--- config.mk ---
export PLATFORM = sky130hd
export DESIGN_NAME = lpmc_top
export DESIGN_NICKNAME = d
export VERILOG_FILES = /design/src/rtl/lpmc_pkg.sv /design/src/rtl/lpmc_top.sv /design/src/rtl/lpmc_stab_counter.sv
export SDC_FILE = /design/constraint.sdc
export NUM_CORES = 1
export LEC_CHECK = 0
export BUFFER_PORTS_ARGS = -buffer_cell sky130_fd_sc_hd__buf_4
export CAP_MARGIN = 20
export CORE_ASPECT_RATIO = 0.5
export CORE_MARGIN = 3
export CORE_UTILIZATION = 60
export DETAILED_ROUTE_END_ITERATION = 10
export GPL_ROUTABILITY_DRIVEN = 0
export PLACE_DENSITY = 0.85
export SETUP_SLACK_MARGIN = 0.05
export SYNTH_ARGS = -nofsm -noshare
export SYNTH_HDL_FRONTEND = slang
export SYNTH_SLANG_ARGS = --single-unit
--- constraint.sdc ---
create_clock -name REF_CLK_I -period 5.6 [get_ports REF_CLK_I]
set_input_delay 0.84 -clock REF_CLK_I [delete_from_list [all_inputs] [get_ports REF_CLK_I]]
set_output_delay 0.84 -clock REF_CLK_I [all_outputs]
set_load 0.005 [all_outputs]
--- src/rtl/lpmc_pkg.sv ---
// Contract
// - Stop instruction with select bits 00 enters stop mode.
// - Stop mode halts main oscillator and freezes all state.
// - Port pins keep driving their levels in every power-saving mode.
// - Program counter holds the address after the stop instruction.
// - Stop mode ends only on reset or either external interrupt.
// - Reset reinitialises control registers; interrupt release keeps everything.
// - Interrupt mask 1 gives normal acceptance; 0 resumes after stop.
// - External-interrupt release from stop waits for interval counter 00 to FF.
// - Stop with timer-resume select 1 enters wake-up timer mode, oscillator on.
// - Wake-up timer mode runs only the divide-by-2048 prescaler and wake counter.
// - Wake interval is set by the wake counter period register.
// - Wake-up timer mode ends on reset, wake counter overflow or external interrupt.
// - Release from wake-up timer mode needs no stabilisation wait.
// - Stop with select bits 01 enters RC watchdog mode.
// - RC watchdog mode halts main oscillator, RC oscillator keeps running.
// - Watchdog release vectors or raises internal reset per watchdog-reset select.
// - External-interrupt release from RC watchdog mode waits the stabilisation count.
// - Interrupt mask is cleared by disable and set by enable instruction.
package lpmc_pkg;

  // Register offsets on the plain register port
  localparam logic [1:0] OFF_CLOCK_CONTROL   = 2'h0;
  localparam logic [1:0] OFF_IRQ_ENABLE_HIGH = 2'h1;
  localparam logic [1:0] OFF_WAKE_PERIOD     = 2'h2;
  localparam logic [1:0] OFF_STATUS          = 2'h3;

  // Clock control register fields
  localparam int unsigned BIT_WDOG_RESET_SEL  = 4;
  localparam int unsigned BIT_RC_WDOG_SEL     = 5;
  localparam int unsigned BIT_TIMER_RESUME    = 6;
  // Interrupt enable high field
  localparam int unsigned BIT_WDOG_IRQ_ENABLE = 3;

  // Reset values
  localparam logic [7:0] RST_CLOCK_CONTROL   = 8'h00;
  localparam logic [7:0] RST_IRQ_ENABLE_HIGH = 8'h00;
  localparam logic [7:0] RST_WAKE_PERIOD     = 8'hff;

  // Timing: prescaler tap for the wake counter and interval counter length
  localparam int unsigned PRESCALE_DIV        = 2048;
  localparam logic [10:0] PRESCALE_LAST       = 11'(PRESCALE_DIV - 1);
  localparam logic [7:0]  STAB_COUNT_LAST     = 8'hff;
  localparam logic [7:0]  BIT_PRESCALE_RST    = 8'h00;

  // Operating states
  typedef enum logic [2:0] {
    LPMC_RUN,
    LPMC_STOP,
    LPMC_WAKE_TIMER,
    LPMC_RC_WDOG,
    LPMC_STABILISE
  } lpmc_state_t;

  // Resume kind reported to the core
  typedef enum logic [1:0] {
    LPMC_RES_NONE,
    LPMC_RES_NEXT,
    LPMC_RES_VECTOR,
    LPMC_RES_RESET
  } lpmc_resume_t;

endpackage

--- src/rtl/lpmc_top.sv ---
// The placing of the registers and the address-and-strobe port were decided locally.
`timescale 1ns/1ps
// Low-power mode controller: stop, wake-up timer and RC watchdog modes
module lpmc_top (
  input  wire logic       REF_CLK_I,
  input  wire logic       RESET_I,
  // Register port
  input  wire logic [1:0] ADDR_I,
  input  wire logic [7:0] WDATA_I,
  input  wire logic       WR_I,
  input  wire logic       RD_I,
  output logic [7:0]      RDATA_O,
  // Core side
  input  wire logic       STOP_EXEC_I,
  input  wire logic       DI_EXEC_I,
  input  wire logic       EI_EXEC_I,
  input  wire logic [15:0] NEXT_PC_I,
  input  wire logic       EXT_IRQ_A_I,
  input  wire logic       EXT_IRQ_B_I,
  input  wire logic       RC_WDOG_EXPIRE_I,
  input  wire logic [7:0] PORT_DATA_I,
  input  wire logic [7:0] PORT_DIR_I,
  output logic            MAIN_OSC_EN_O,
  output logic            RC_OSC_EN_O,
  output logic            CORE_CLK_EN_O,
  output logic            PRESCALE_2048_O,
  output logic            WAKE_OVERFLOW_O,
  output logic [15:0]     RESUME_PC_O,
  output logic            RESUME_O,
  output logic            IRQ_ACCEPT_O,
  output logic            WDOG_VECTOR_O,
  output logic            INT_RESET_O,
  output logic [7:0]      PORT_OUT_O,
  output logic [7:0]      PORT_OE_O,
  output logic            IRQ_MASK_O
);

  typedef struct packed {
    lpmc_pkg::lpmc_state_t  state;
    lpmc_pkg::lpmc_resume_t pend;
    logic [7:0]             clk_ctl;
    logic [7:0]             ien_high;
    logic [7:0]             wake_period;
    logic [7:0]             wake_cnt;
    logic [10:0]            prescale;
    logic                   tick_2048;
    logic                   wake_ovf;
    logic                   irq_mask;
    logic [15:0]            resume_pc;
    logic                   resume;
    logic                   accept;
    logic                   wdog_vec;
    logic                   int_rst;
    logic                   wdog_src;
    logic                   stab_start;
    logic [7:0]             port_out;
    logic [7:0]             port_oe;
    logic [7:0]             rdata;
  } lpmc_state_s_t;

  lpmc_state_s_t s_reg;
  lpmc_state_s_t s_next;

  logic       stab_done;
  logic       ext_irq;

  // Either external interrupt pin may release a mode
  assign ext_irq = EXT_IRQ_A_I | EXT_IRQ_B_I;

  // Status byte: state code, wake overflow and interrupt mask for software readback
  function automatic logic [7:0] lpmc_status(input lpmc_state_s_t s);
    lpmc_status = {3'h0, s.irq_mask, s.wake_ovf, 3'(s.state)};
  endfunction

  // Decode of the mode that a stop instruction would enter
  function automatic lpmc_pkg::lpmc_state_t lpmc_mode(input logic [7:0] ctl);
    if (ctl[lpmc_pkg::BIT_TIMER_RESUME]) begin
      lpmc_mode = lpmc_pkg::LPMC_WAKE_TIMER;
    end else if (ctl[lpmc_pkg::BIT_RC_WDOG_SEL]) begin
      lpmc_mode = lpmc_pkg::LPMC_RC_WDOG;
    end else begin
      lpmc_mode = lpmc_pkg::LPMC_STOP;
    end
  endfunction

  // Resume kind on an interrupt release, chosen by the global mask
  function automatic lpmc_pkg::lpmc_resume_t lpmc_irq_resume(input logic mask);
    lpmc_irq_resume = mask ? lpmc_pkg::LPMC_RES_VECTOR : lpmc_pkg::LPMC_RES_NEXT;
  endfunction

  // Next-state logic; all state lives in one struct
  always_comb begin
    s_next            = s_reg;
    s_next.resume     = 1'b0;
    s_next.accept     = 1'b0;
    s_next.wdog_vec   = 1'b0;
    s_next.int_rst    = 1'b0;
    s_next.stab_start = 1'b0;
    s_next.tick_2048  = 1'b0;
    s_next.wake_ovf   = 1'b0;
    s_next.rdata      = 8'h00;

    // Global mask follows the enable and disable instructions
    if (DI_EXEC_I) begin
      s_next.irq_mask = 1'b0;
    end else if (EI_EXEC_I) begin
      s_next.irq_mask = 1'b1;
    end

    // Register writes are taken only while the core runs
    if (WR_I && (s_reg.state == lpmc_pkg::LPMC_RUN)) begin
      unique case (ADDR_I)
        lpmc_pkg::OFF_CLOCK_CONTROL:   s_next.clk_ctl     = WDATA_I;
        lpmc_pkg::OFF_IRQ_ENABLE_HIGH: s_next.ien_high    = WDATA_I;
        lpmc_pkg::OFF_WAKE_PERIOD:     s_next.wake_period = WDATA_I;
        lpmc_pkg::OFF_STATUS: begin
        end
      endcase
    end

    // Read data stands in the cycle after the strobe
    if (RD_I) begin
      unique case (ADDR_I)
        lpmc_pkg::OFF_CLOCK_CONTROL:   s_next.rdata = s_reg.clk_ctl;
        lpmc_pkg::OFF_IRQ_ENABLE_HIGH: s_next.rdata = s_reg.ien_high;
        lpmc_pkg::OFF_WAKE_PERIOD:     s_next.rdata = s_reg.wake_period;
        lpmc_pkg::OFF_STATUS:          s_next.rdata = lpmc_status(s_reg);
      endcase
    end

    // Prescaler runs in run and wake-up timer modes only
    if ((s_reg.state == lpmc_pkg::LPMC_RUN) || (s_reg.state == lpmc_pkg::LPMC_WAKE_TIMER)) begin
      if (s_reg.prescale == lpmc_pkg::PRESCALE_LAST) begin
        s_next.prescale  = 11'h000;
        s_next.tick_2048 = 1'b1;
      end else begin
        s_next.prescale = s_reg.prescale + 11'h001;
      end
    end

    // Wake counter counts divide-by-2048 ticks up to its period register
    if (s_reg.tick_2048) begin
      if (s_reg.wake_cnt == s_reg.wake_period) begin
        s_next.wake_cnt = 8'h00;
        s_next.wake_ovf = 1'b1;
      end else begin
        s_next.wake_cnt = s_reg.wake_cnt + 8'h01;
      end
    end

    unique case (s_reg.state)
      lpmc_pkg::LPMC_RUN: begin
        // Ports keep driving from the latest data and direction
        s_next.port_out = PORT_DATA_I;
        s_next.port_oe  = PORT_DIR_I;
        if (STOP_EXEC_I) begin
          s_next.resume_pc = NEXT_PC_I;
          s_next.state     = lpmc_mode(s_reg.clk_ctl);
          s_next.wake_cnt  = 8'h00;
        end
      end
      lpmc_pkg::LPMC_STOP: begin
        // Only an external interrupt ends it; wake overflow cannot tick here
        if (ext_irq) begin
          s_next.pend       = lpmc_irq_resume(s_reg.irq_mask);
          s_next.stab_start = 1'b1;
          s_next.wdog_src   = 1'b0;
          s_next.state      = lpmc_pkg::LPMC_STABILISE;
        end
      end
      lpmc_pkg::LPMC_WAKE_TIMER: begin
        // Oscillator never stopped, so resume at once
        if (ext_irq || s_reg.wake_ovf) begin
          s_next.resume = 1'b1;
          s_next.accept = s_reg.irq_mask;
          s_next.state  = lpmc_pkg::LPMC_RUN;
        end
      end
      lpmc_pkg::LPMC_RC_WDOG: begin
        if (ext_irq) begin
          s_next.pend       = lpmc_irq_resume(s_reg.irq_mask);
          s_next.stab_start = 1'b1;
          s_next.wdog_src   = 1'b0;
          s_next.state      = lpmc_pkg::LPMC_STABILISE;
        end else if (RC_WDOG_EXPIRE_I) begin
          if (s_reg.clk_ctl[lpmc_pkg::BIT_WDOG_RESET_SEL]) begin
            s_next.pend = lpmc_pkg::LPMC_RES_RESET;
          end else if (s_reg.irq_mask && s_reg.ien_high[lpmc_pkg::BIT_WDOG_IRQ_ENABLE]) begin
            s_next.pend = lpmc_pkg::LPMC_RES_VECTOR;
          end else begin
            s_next.pend = lpmc_pkg::LPMC_RES_NEXT;
          end
          s_next.stab_start = 1'b1;
          s_next.wdog_src   = 1'b1;
          s_next.state      = lpmc_pkg::LPMC_STABILISE;
        end
      end
      lpmc_pkg::LPMC_STABILISE: begin
        // Core stays frozen until the interval counter overflows
        if (stab_done) begin
          s_next.resume = (s_reg.pend != lpmc_pkg::LPMC_RES_RESET);
          s_next.accept = (s_reg.pend == lpmc_pkg::LPMC_RES_VECTOR);
          // An external wake must not enter the watchdog routine, so the source is kept
          s_next.wdog_vec = (s_reg.pend == lpmc_pkg::LPMC_RES_VECTOR) && s_reg.wdog_src;
          s_next.int_rst  = (s_reg.pend == lpmc_pkg::LPMC_RES_RESET);
          s_next.pend     = lpmc_pkg::LPMC_RES_NONE;
          s_next.wdog_src = 1'b0;
          s_next.state    = lpmc_pkg::LPMC_RUN;
        end
      end
      // Unused state codes fall back to run rather than lock the core out
      default: begin
        s_next.state = lpmc_pkg::LPMC_RUN;
      end
    endcase

    // Internal watchdog reset reinitialises control registers only
    if (s_reg.int_rst) begin
      s_next.clk_ctl     = lpmc_pkg::RST_CLOCK_CONTROL;
      s_next.ien_high    = lpmc_pkg::RST_IRQ_ENABLE_HIGH;
      s_next.wake_period = lpmc_pkg::RST_WAKE_PERIOD;
      s_next.irq_mask    = 1'b0;
    end
  end

  // Hardware reset clears control state; RAM is outside this block
  always_ff @(posedge REF_CLK_I or posedge RESET_I) begin
    if (RESET_I) begin
      s_reg             <= '0;
      s_reg.state       <= lpmc_pkg::LPMC_RUN;
      s_reg.pend        <= lpmc_pkg::LPMC_RES_NONE;
      s_reg.clk_ctl     <= lpmc_pkg::RST_CLOCK_CONTROL;
      s_reg.ien_high    <= lpmc_pkg::RST_IRQ_ENABLE_HIGH;
      s_reg.wake_period <= lpmc_pkg::RST_WAKE_PERIOD;
    end else begin
      s_reg <= s_next;
    end
  end

  // Stabilisation counter; prescale ratio comes from the low clock control bits
  lpmc_stab_counter u_stab (
    .REF_CLK_I  (REF_CLK_I),
    .RESET_I    (RESET_I),
    .start_i    (s_reg.stab_start),
    .prescale_i ({4'h0, s_reg.clk_ctl[3:0]}),
    .done_o     (stab_done),
    .count_o    ()
  );

  // Oscillator and clock gating per mode
  assign MAIN_OSC_EN_O   = (s_reg.state != lpmc_pkg::LPMC_STOP) &&
                           (s_reg.state != lpmc_pkg::LPMC_RC_WDOG);
  assign RC_OSC_EN_O     = (s_reg.state == lpmc_pkg::LPMC_RC_WDOG);
  assign CORE_CLK_EN_O   = (s_reg.state == lpmc_pkg::LPMC_RUN);
  assign PRESCALE_2048_O = s_reg.tick_2048;
  assign WAKE_OVERFLOW_O = s_reg.wake_ovf;
  assign RESUME_PC_O     = s_reg.resume_pc;
  assign RESUME_O        = s_reg.resume;
  assign IRQ_ACCEPT_O    = s_reg.accept;
  assign WDOG_VECTOR_O   = s_reg.wdog_vec;
  assign INT_RESET_O     = s_reg.int_rst;
  assign PORT_OUT_O      = s_reg.port_out;
  assign PORT_OE_O       = s_reg.port_oe;
  assign IRQ_MASK_O      = s_reg.irq_mask;
  assign RDATA_O         = s_reg.rdata;

endmodule

--- src/rtl/lpmc_stab_counter.sv ---
`timescale 1ns/1ps
// Oscillator stabilisation counter: counts 00 to FF on prescaler ticks
module lpmc_stab_counter (
  input  wire logic       REF_CLK_I,
  input  wire logic       RESET_I,
  input  wire logic       start_i,
  input  wire logic [7:0] prescale_i,
  output logic            done_o,
  output logic [7:0]      count_o
);

  typedef struct packed {
    logic       busy;
    logic       done;
    logic [7:0] pre;
    logic [7:0] cnt;
  } lpmc_stab_t;

  lpmc_stab_t st_reg;
  lpmc_stab_t st_next;

  // Restart from zero on every start; done pulses one cycle at overflow
  always_comb begin
    st_next      = st_reg;
    st_next.done = 1'b0;
    if (start_i) begin
      st_next.busy = 1'b1;
      st_next.pre  = 8'h00;
      st_next.cnt  = 8'h00;
    end else if (st_reg.busy) begin
      if (st_reg.pre >= prescale_i) begin
        st_next.pre = 8'h00;
        if (st_reg.cnt == lpmc_pkg::STAB_COUNT_LAST) begin
          st_next.busy = 1'b0;
          st_next.done = 1'b1;
        end else begin
          st_next.cnt = st_reg.cnt + 8'h01;
        end
      end else begin
        st_next.pre = st_reg.pre + 8'h01;
      end
    end
  end

  // State register
  always_ff @(posedge REF_CLK_I or posedge RESET_I) begin
    if (RESET_I) begin
      st_reg <= '0;
    end else begin
      st_reg <= st_next;
    end
  end

  assign done_o  = st_reg.done;
  assign count_o = st_reg.cnt;

endmodule

* Yosys cells after proc, flatten, opt, wreduce, memory -nomap -nowiden *
Index checks and enable logic that the tools add are counted.

word-level totals
  output and inout bits = 50
  memories = 0
  bits in registers = 115
  input bits = 52
  bits in writable memories = 0
  logic and storage cells = 124
  bits in latches = 0
  ROM bits = 0

cells by class
  magnitude comparators = 1
  reduce and logical (&&, ||, !) cells = 23
  eq/ne operators = 21
  div/mod/pow operators = 0
  multipliers = 0
  mux-type cells = 50
  shifts and indexed selects = 0
  bitwise gates (word level) = 1
  $add $sub $neg = 4

operators with widths
  cell                                                    count
  two-way mux 8 bit                                       11
  two-way mux 24 bit                                      2
  case mux 8 bit (4 select lines)                         1
  two-way mux 5 bit                                       5
  adder 8 x 1 -> 8 bit (second input constant)            3
  two-way mux 2 bit                                       11
  two-way mux 18 bit                                      1
  two-way mux 16 bit                                      1
  case mux 3 bit (5 select lines)                         1
  nonzero test 2 bit                                      6
  adder 11 x 1 -> 11 bit (second input constant)          1
  == test 11 bit (second input constant)                  1
  two-way mux 11 bit                                      1
  two-way mux 1 bit                                       9
  two-way mux 3 bit                                       3
  == test 2 bit (second input constant)                   4
  == test 8 bit                                           1
  == test 8 bit (second input constant)                   1
  greater-or-equal comparator 8 x 4 -> 1 bit              1
  inequality test 2 bit (second input constant)           4
  AND reduction 2 bit                                     4
  == test 3 x 2 -> 1 bit (second input constant)          2
  inequality test 3 x 2 -> 1 bit (second input constant)  2
  case mux 2 bit (3 select lines)                         1
  17 further kinds                                        23

* Logic depth before layout (Yosys ltp) *
  depth after elaboration = 6
  gate-level depth with buffers = 7
  depth with buffers taken out = 7

* Cells and area by module *
Synthesis repeated with hierarchy kept, for this count alone.

second synthesis, totals
  cell total of the unflattened synthesis = 542
  area total of the unflattened synthesis = 5873.1 um2

by module, submodules not included
  module             cells an instance  seq. area each (um2)  instances  area an instance (um2)
  lpmc_top           399                2437.3                1          4599.4
  lpmc_stab_counter  143                450.4                 1          1273.7

* Least setup slack after synthesis *
OpenSTA, ideal clock, no wires.

  path type = register to register
  from = reg u_stab.st_reg[11] (netlist name)
  to = reg u_stab.st_reg, in the netlist u_stab.count_o[5]
  path slack = 3.674 ns
  library setup time = 0.125 ns
  arrival time = 1.801 ns
  required time = 5.475 ns
  buffers on the path = 0
  stages on the path, launching flop included = 7
  period minus slack after synthesis = 1.926 ns
  cells stage by stage = dfrtp_1 -> ha_1 -> or4_4 -> nor2_4 -> o21ai_2 -> and3b_1 -> mux2_4

on the way
  word-level cells in the longest chain between the ends = 3

RTL lines
  element                                     line                     RTL
  from (decl)                                 lpmc_stab_counter.sv:19  lpmc_stab_t st_reg;
  from (signal assigned)                      lpmc_stab_counter.sv:50  st_reg <= st_next;
  greater-or-equal comparator 8 x 4 -> 1 bit  lpmc_stab_counter.sv:31  if (st_reg.pre >= prescale_i) begin
  nonzero test 2 bit (no line)                -
  AND reduction 3 bit (no line)               -

Every way passes these cells.
A chain may end at the register's enable or synchronous reset.

* Final worst setup path *
  from = reg s_reg[96] (netlist name)
  to = out CORE_CLK_EN_O

on the way
  word-level cells in the longest chain between the ends = 1

RTL lines
  element                 line             RTL
  from (decl)             lpmc_top.sv:61   lpmc_state_s_t s_reg;
  from (signal assigned)  lpmc_top.sv:236  s_reg <= s_next;
  logical NOT 3 bit       lpmc_top.sv:254  assign CORE_CLK_EN_O = (s_reg.state == lpmc_pkg::LPMC_RUN);
  to (decl)               lpmc_top.sv:25   output logic CORE_CLK_EN_O,

Every way passes these cells.

==> insert_results.sql <==
INSERT INTO impl_metrics (metric_group, metric, value, unit) VALUES
('status', 'outcome', 'finished clean', ''),
('floorplan', 'die_height', '74.4', 'um'),
('floorplan', 'fp.coreArea', '8890', 'um2'),
('route', 'drt_drc_violations_left', '0', ''),
('floorplan', 'die_footprint', '10600', 'um2'),
('grt', 'grt_first_pass_wirelength', '19.1', 'mm'),
('floorplan', 'pin_count', '102', ''),
('final_layout', 'area_delta_synth_final', '20.2', '%'),
('place', 'place_hpwl', '7.60', 'mm'),
('synthesis', 'synth_edf_count', '0', ''),
('grt', 'grt_util_all_layers', '23.4', '%'),
('critical_path', 'r2r_setup_slack', '3340', 'ps'),
('floorplan', 'fp.dieW', '143', 'um'),
('final_layout', 'layout.cells.most_common_list', 'dfrtp_1, buf_4, nor2_1', ''),
('clock_tree', 'cts_tree', 'done', ''),
('synthesis', 'synth_cells', '500', ''),
('timing', 'period_share', '44.7', '%'),
('timing', 'fmaxAchievable', '0.399', 'GHz'),
('critical_path', 'rr_endpoint', 's_reg[77]', ''),
('final_layout', 'final_nets', '624', ''),
('route', 'dr.pass1.iters', '5', ''),
('synthesis', 'synth.cell_area', '5610', 'um2'),
('final_layout', 'num_antenna_cells', '0', ''),
('route', 'avgViaCountPerCell', '5.58', ''),
('timing', 'rsz_0062_raised_after_global_routing', 'false', ''),
('timing', 'timing.hold.ws', '479', 'ps'),
('grt', 'grt_pass1_vias', '3920', ''),
('clock_tree', 'cts.sink_count', '115', ''),
('clock_tree', 'cts.htree.levels', '4', ''),
('power', 'power.ir.vdd_worst', '0.281', 'mV'),
('synthesis', 'synth.yosys.warnings', '0', ''),
('critical_path', 'ff_to_ff_start', 's_reg[96]', ''),
('timing', 'setup_total_negative_slack', '0', 'ps'),
('critical_path', 'setup.worst_path.start_class', 'flop', ''),
('final_layout', 'drive_above_1_share', '34.0', '%'),
('grt', 'grt_start_max_net_pins', '71', ''),
('grt', 'grt-ovfl-total', '0', ''),
('route', 'postRouteAntennaNets', '0', ''),
('timing', 'relSlewSlack', '40.9', '%'),
('timing', 'final_setup_vio_count', '0', ''),
('timing', 'timing.final.hold_violations', '0', ''),
('job', 'max_cap_violations', '0', ''),
('clock_tree', 'post_cts_clock_slew_at_the_launch_and_capture_registers_of_the_worst_setup_and_hold_paths', '50', 'ps'),
('critical_path', 'worst-r2r-cell-count', '5', ''),
('final_layout', 'largest_register_ff_count', '50', ''),
('synthesis', 'ys.flop_type', 'dfrtp_1', ''),
('route', 'detailed_route_wire_length_per_cell', '16.5', 'um'),
('critical_path', 'crit_path_max_fanout', '23', ''),
('synthesis', 'syn_nets', '560', ''),
('clock_tree', 'clock_insertion_delay_worst_skew', '410', 'ps'),
('place', 'port-buffer-count', '101', ''),
('synthesis', 'async_flop_share', '100', '%'),
('critical_path', 'required', '4760', 'ps'),
('final_layout', 'layout.cells.most_common', 'dfrtp_1', ''),
('min_path', 'holdPathStages', '1', ''),
('min_path', 'hold_path_class', 'flop to flop', ''),
('synthesis', 'synth_seq_cells', '115', ''),
('timing', 'period_needed', '2500', 'ps'),
('clock_tree', 'post_cts_hold_buffer_count', '0', ''),
('clock_tree', 'cts.repair.resized', '0', ''),
('clock_tree', 'postCtsSetupRepairBufs', '0', ''),
('clock_tree', 'clock_tree.root_cell', 'clkbuf_16', ''),
('floorplan', 'rows', '24', ''),
('synthesis', 'synth_sequential_area_ratio', '51.5', '%'),
('grt', 'grt_antenna_before_repair', '0', ''),
('power', 'total_leakage_power', '0.00316', 'uW'),
('critical_path', 'critical_path.endpoint_type', 'output port', ''),
('route', 'drt_iter0_drc', '180', ''),
('route', 'vias', '3873', ''),
('timing', 'max_slew_violation_count', '0', ''),
('power', 'pwr_density_cell', '527', 'nW/um2'),
('synthesis', 'yosysUniqueCellTypes', '51', ''),
('min_path', 'hold_path.startpoint', 's_reg[59]', ''),
('timing', 'tightest_slew', '886', 'ps'),
('critical_path', 'timing_worst_setup_path_type', 'flop to output port', ''),
('synthesis', 'syn_avg_cell_area', '11.2', 'um2'),
('floorplan', 'initial_utilization', '63.1', '%'),
('clock_tree', 'cts_made_buffers', '17', ''),
('clock_tree', 'ctsLongestPathBuffers', '2', ''),
('min_path', 'holdPathEnd', 's_reg[59]', ''),
('timing', 'finClkSkew', '4.83', 'ps'),
('critical_path', 'arrival', '1660', 'ps'),
('route', 'routed_wirelength', '11.5', 'mm');
## cell families after synthesis
family	after synthesis	synth area share (%)
and+or+nand+nor	181	17.6
DFF	115	51.5
buffers and inverters	69	7.52
muxes	65	13.8
AOI/OAI and AO/OA	39	4.26
xor gates and xnor gates	23	3.59
adders and majority gates	8	1.78
## cell type report
| class | instances | area [um2] |
|---|---|---|
| clock buffers | 20 | 457 |
| clock inverters | 12 | 133 |
| fillers | 576 | 2150 |
| inverters | 11 | 43.8 |
| multi-input cells | 316 | 2300 |
| flip-flops and latches | 115 | 2890 |
| well taps | 117 | 146 |
| repair buffers | 103 | 773 |
## cells in the mapped netlist (11+ instances only)
cell type  instances  area (um2)
nand3_1           17        85.1
o21ai_0           18        90.1
dfrtp_1          107        2680
nand4_1           11        68.8
inv_1             11        41.3
buf_4             41         308
mux2_2            33         372
and2_1            14        87.6
nor2_1            49         184
nand2_1           37         139
xnor2_1           16         140
mux2i_1           22         220
## through the flow
step | cells | setup slack, ps | cell area [um2] | utilization, % | total power [uW]
after floorplan | 500 | 1730 | 5610 | - | 2230
after global placement | 662 | 3270 | 6150 | 69.2 | 2430
after detailed placement | 662 | 3210 | 6150 | 69.2 | 2480
after CTS | 694 | 3100 | 6740 | 75.8 | 3570
after global routing | 694 | 3000 | 6740 | 75.8 | 3760
final | 694 | 3100 | 6740 | 75.8 | 3550
## where the power goes
group | switching, uW | internal, uW
Clock | 383 | 677
Sequential | 256 | 1150
Combinational | 476 | 612
## worst max path at each step
stage | startpoint | slack [ps] | to | cells past startpoint
final | s_reg[96] | 3100 | CORE_CLK_EN_O | 3
after global routing | s_reg[96] | 3000 | CORE_CLK_EN_O | 3
after CTS | s_reg[96] | 3100 | CORE_CLK_EN_O | 3
after detailed placement | STOP_EXEC_I | 3210 | RESUME_PC_O[8] | 4
after global placement | STOP_EXEC_I | 3270 | RESUME_PC_O[3] | 4
after floorplan | RESET_I | 1730 | INT_RESET_O | 1
## metal layers
layer / global-route usage [%] / wire length, um / vias to the layer above
met5: 0 / 0 / -
met3: 6.74 / 715 / 18
li1: - / - / 1819
met4: 8.54 / 176 / 0
met1: 30.1 / 4990 / 1915
met2: 38.7 / 5590 / 121
## worst max-delay path, cell delays in order, from the launching register on
cell	delay (ps)
dfrtp_1	560
nor3_4	210
buf_4	300
buf_4	170
(Power assumes the default switching activity.)
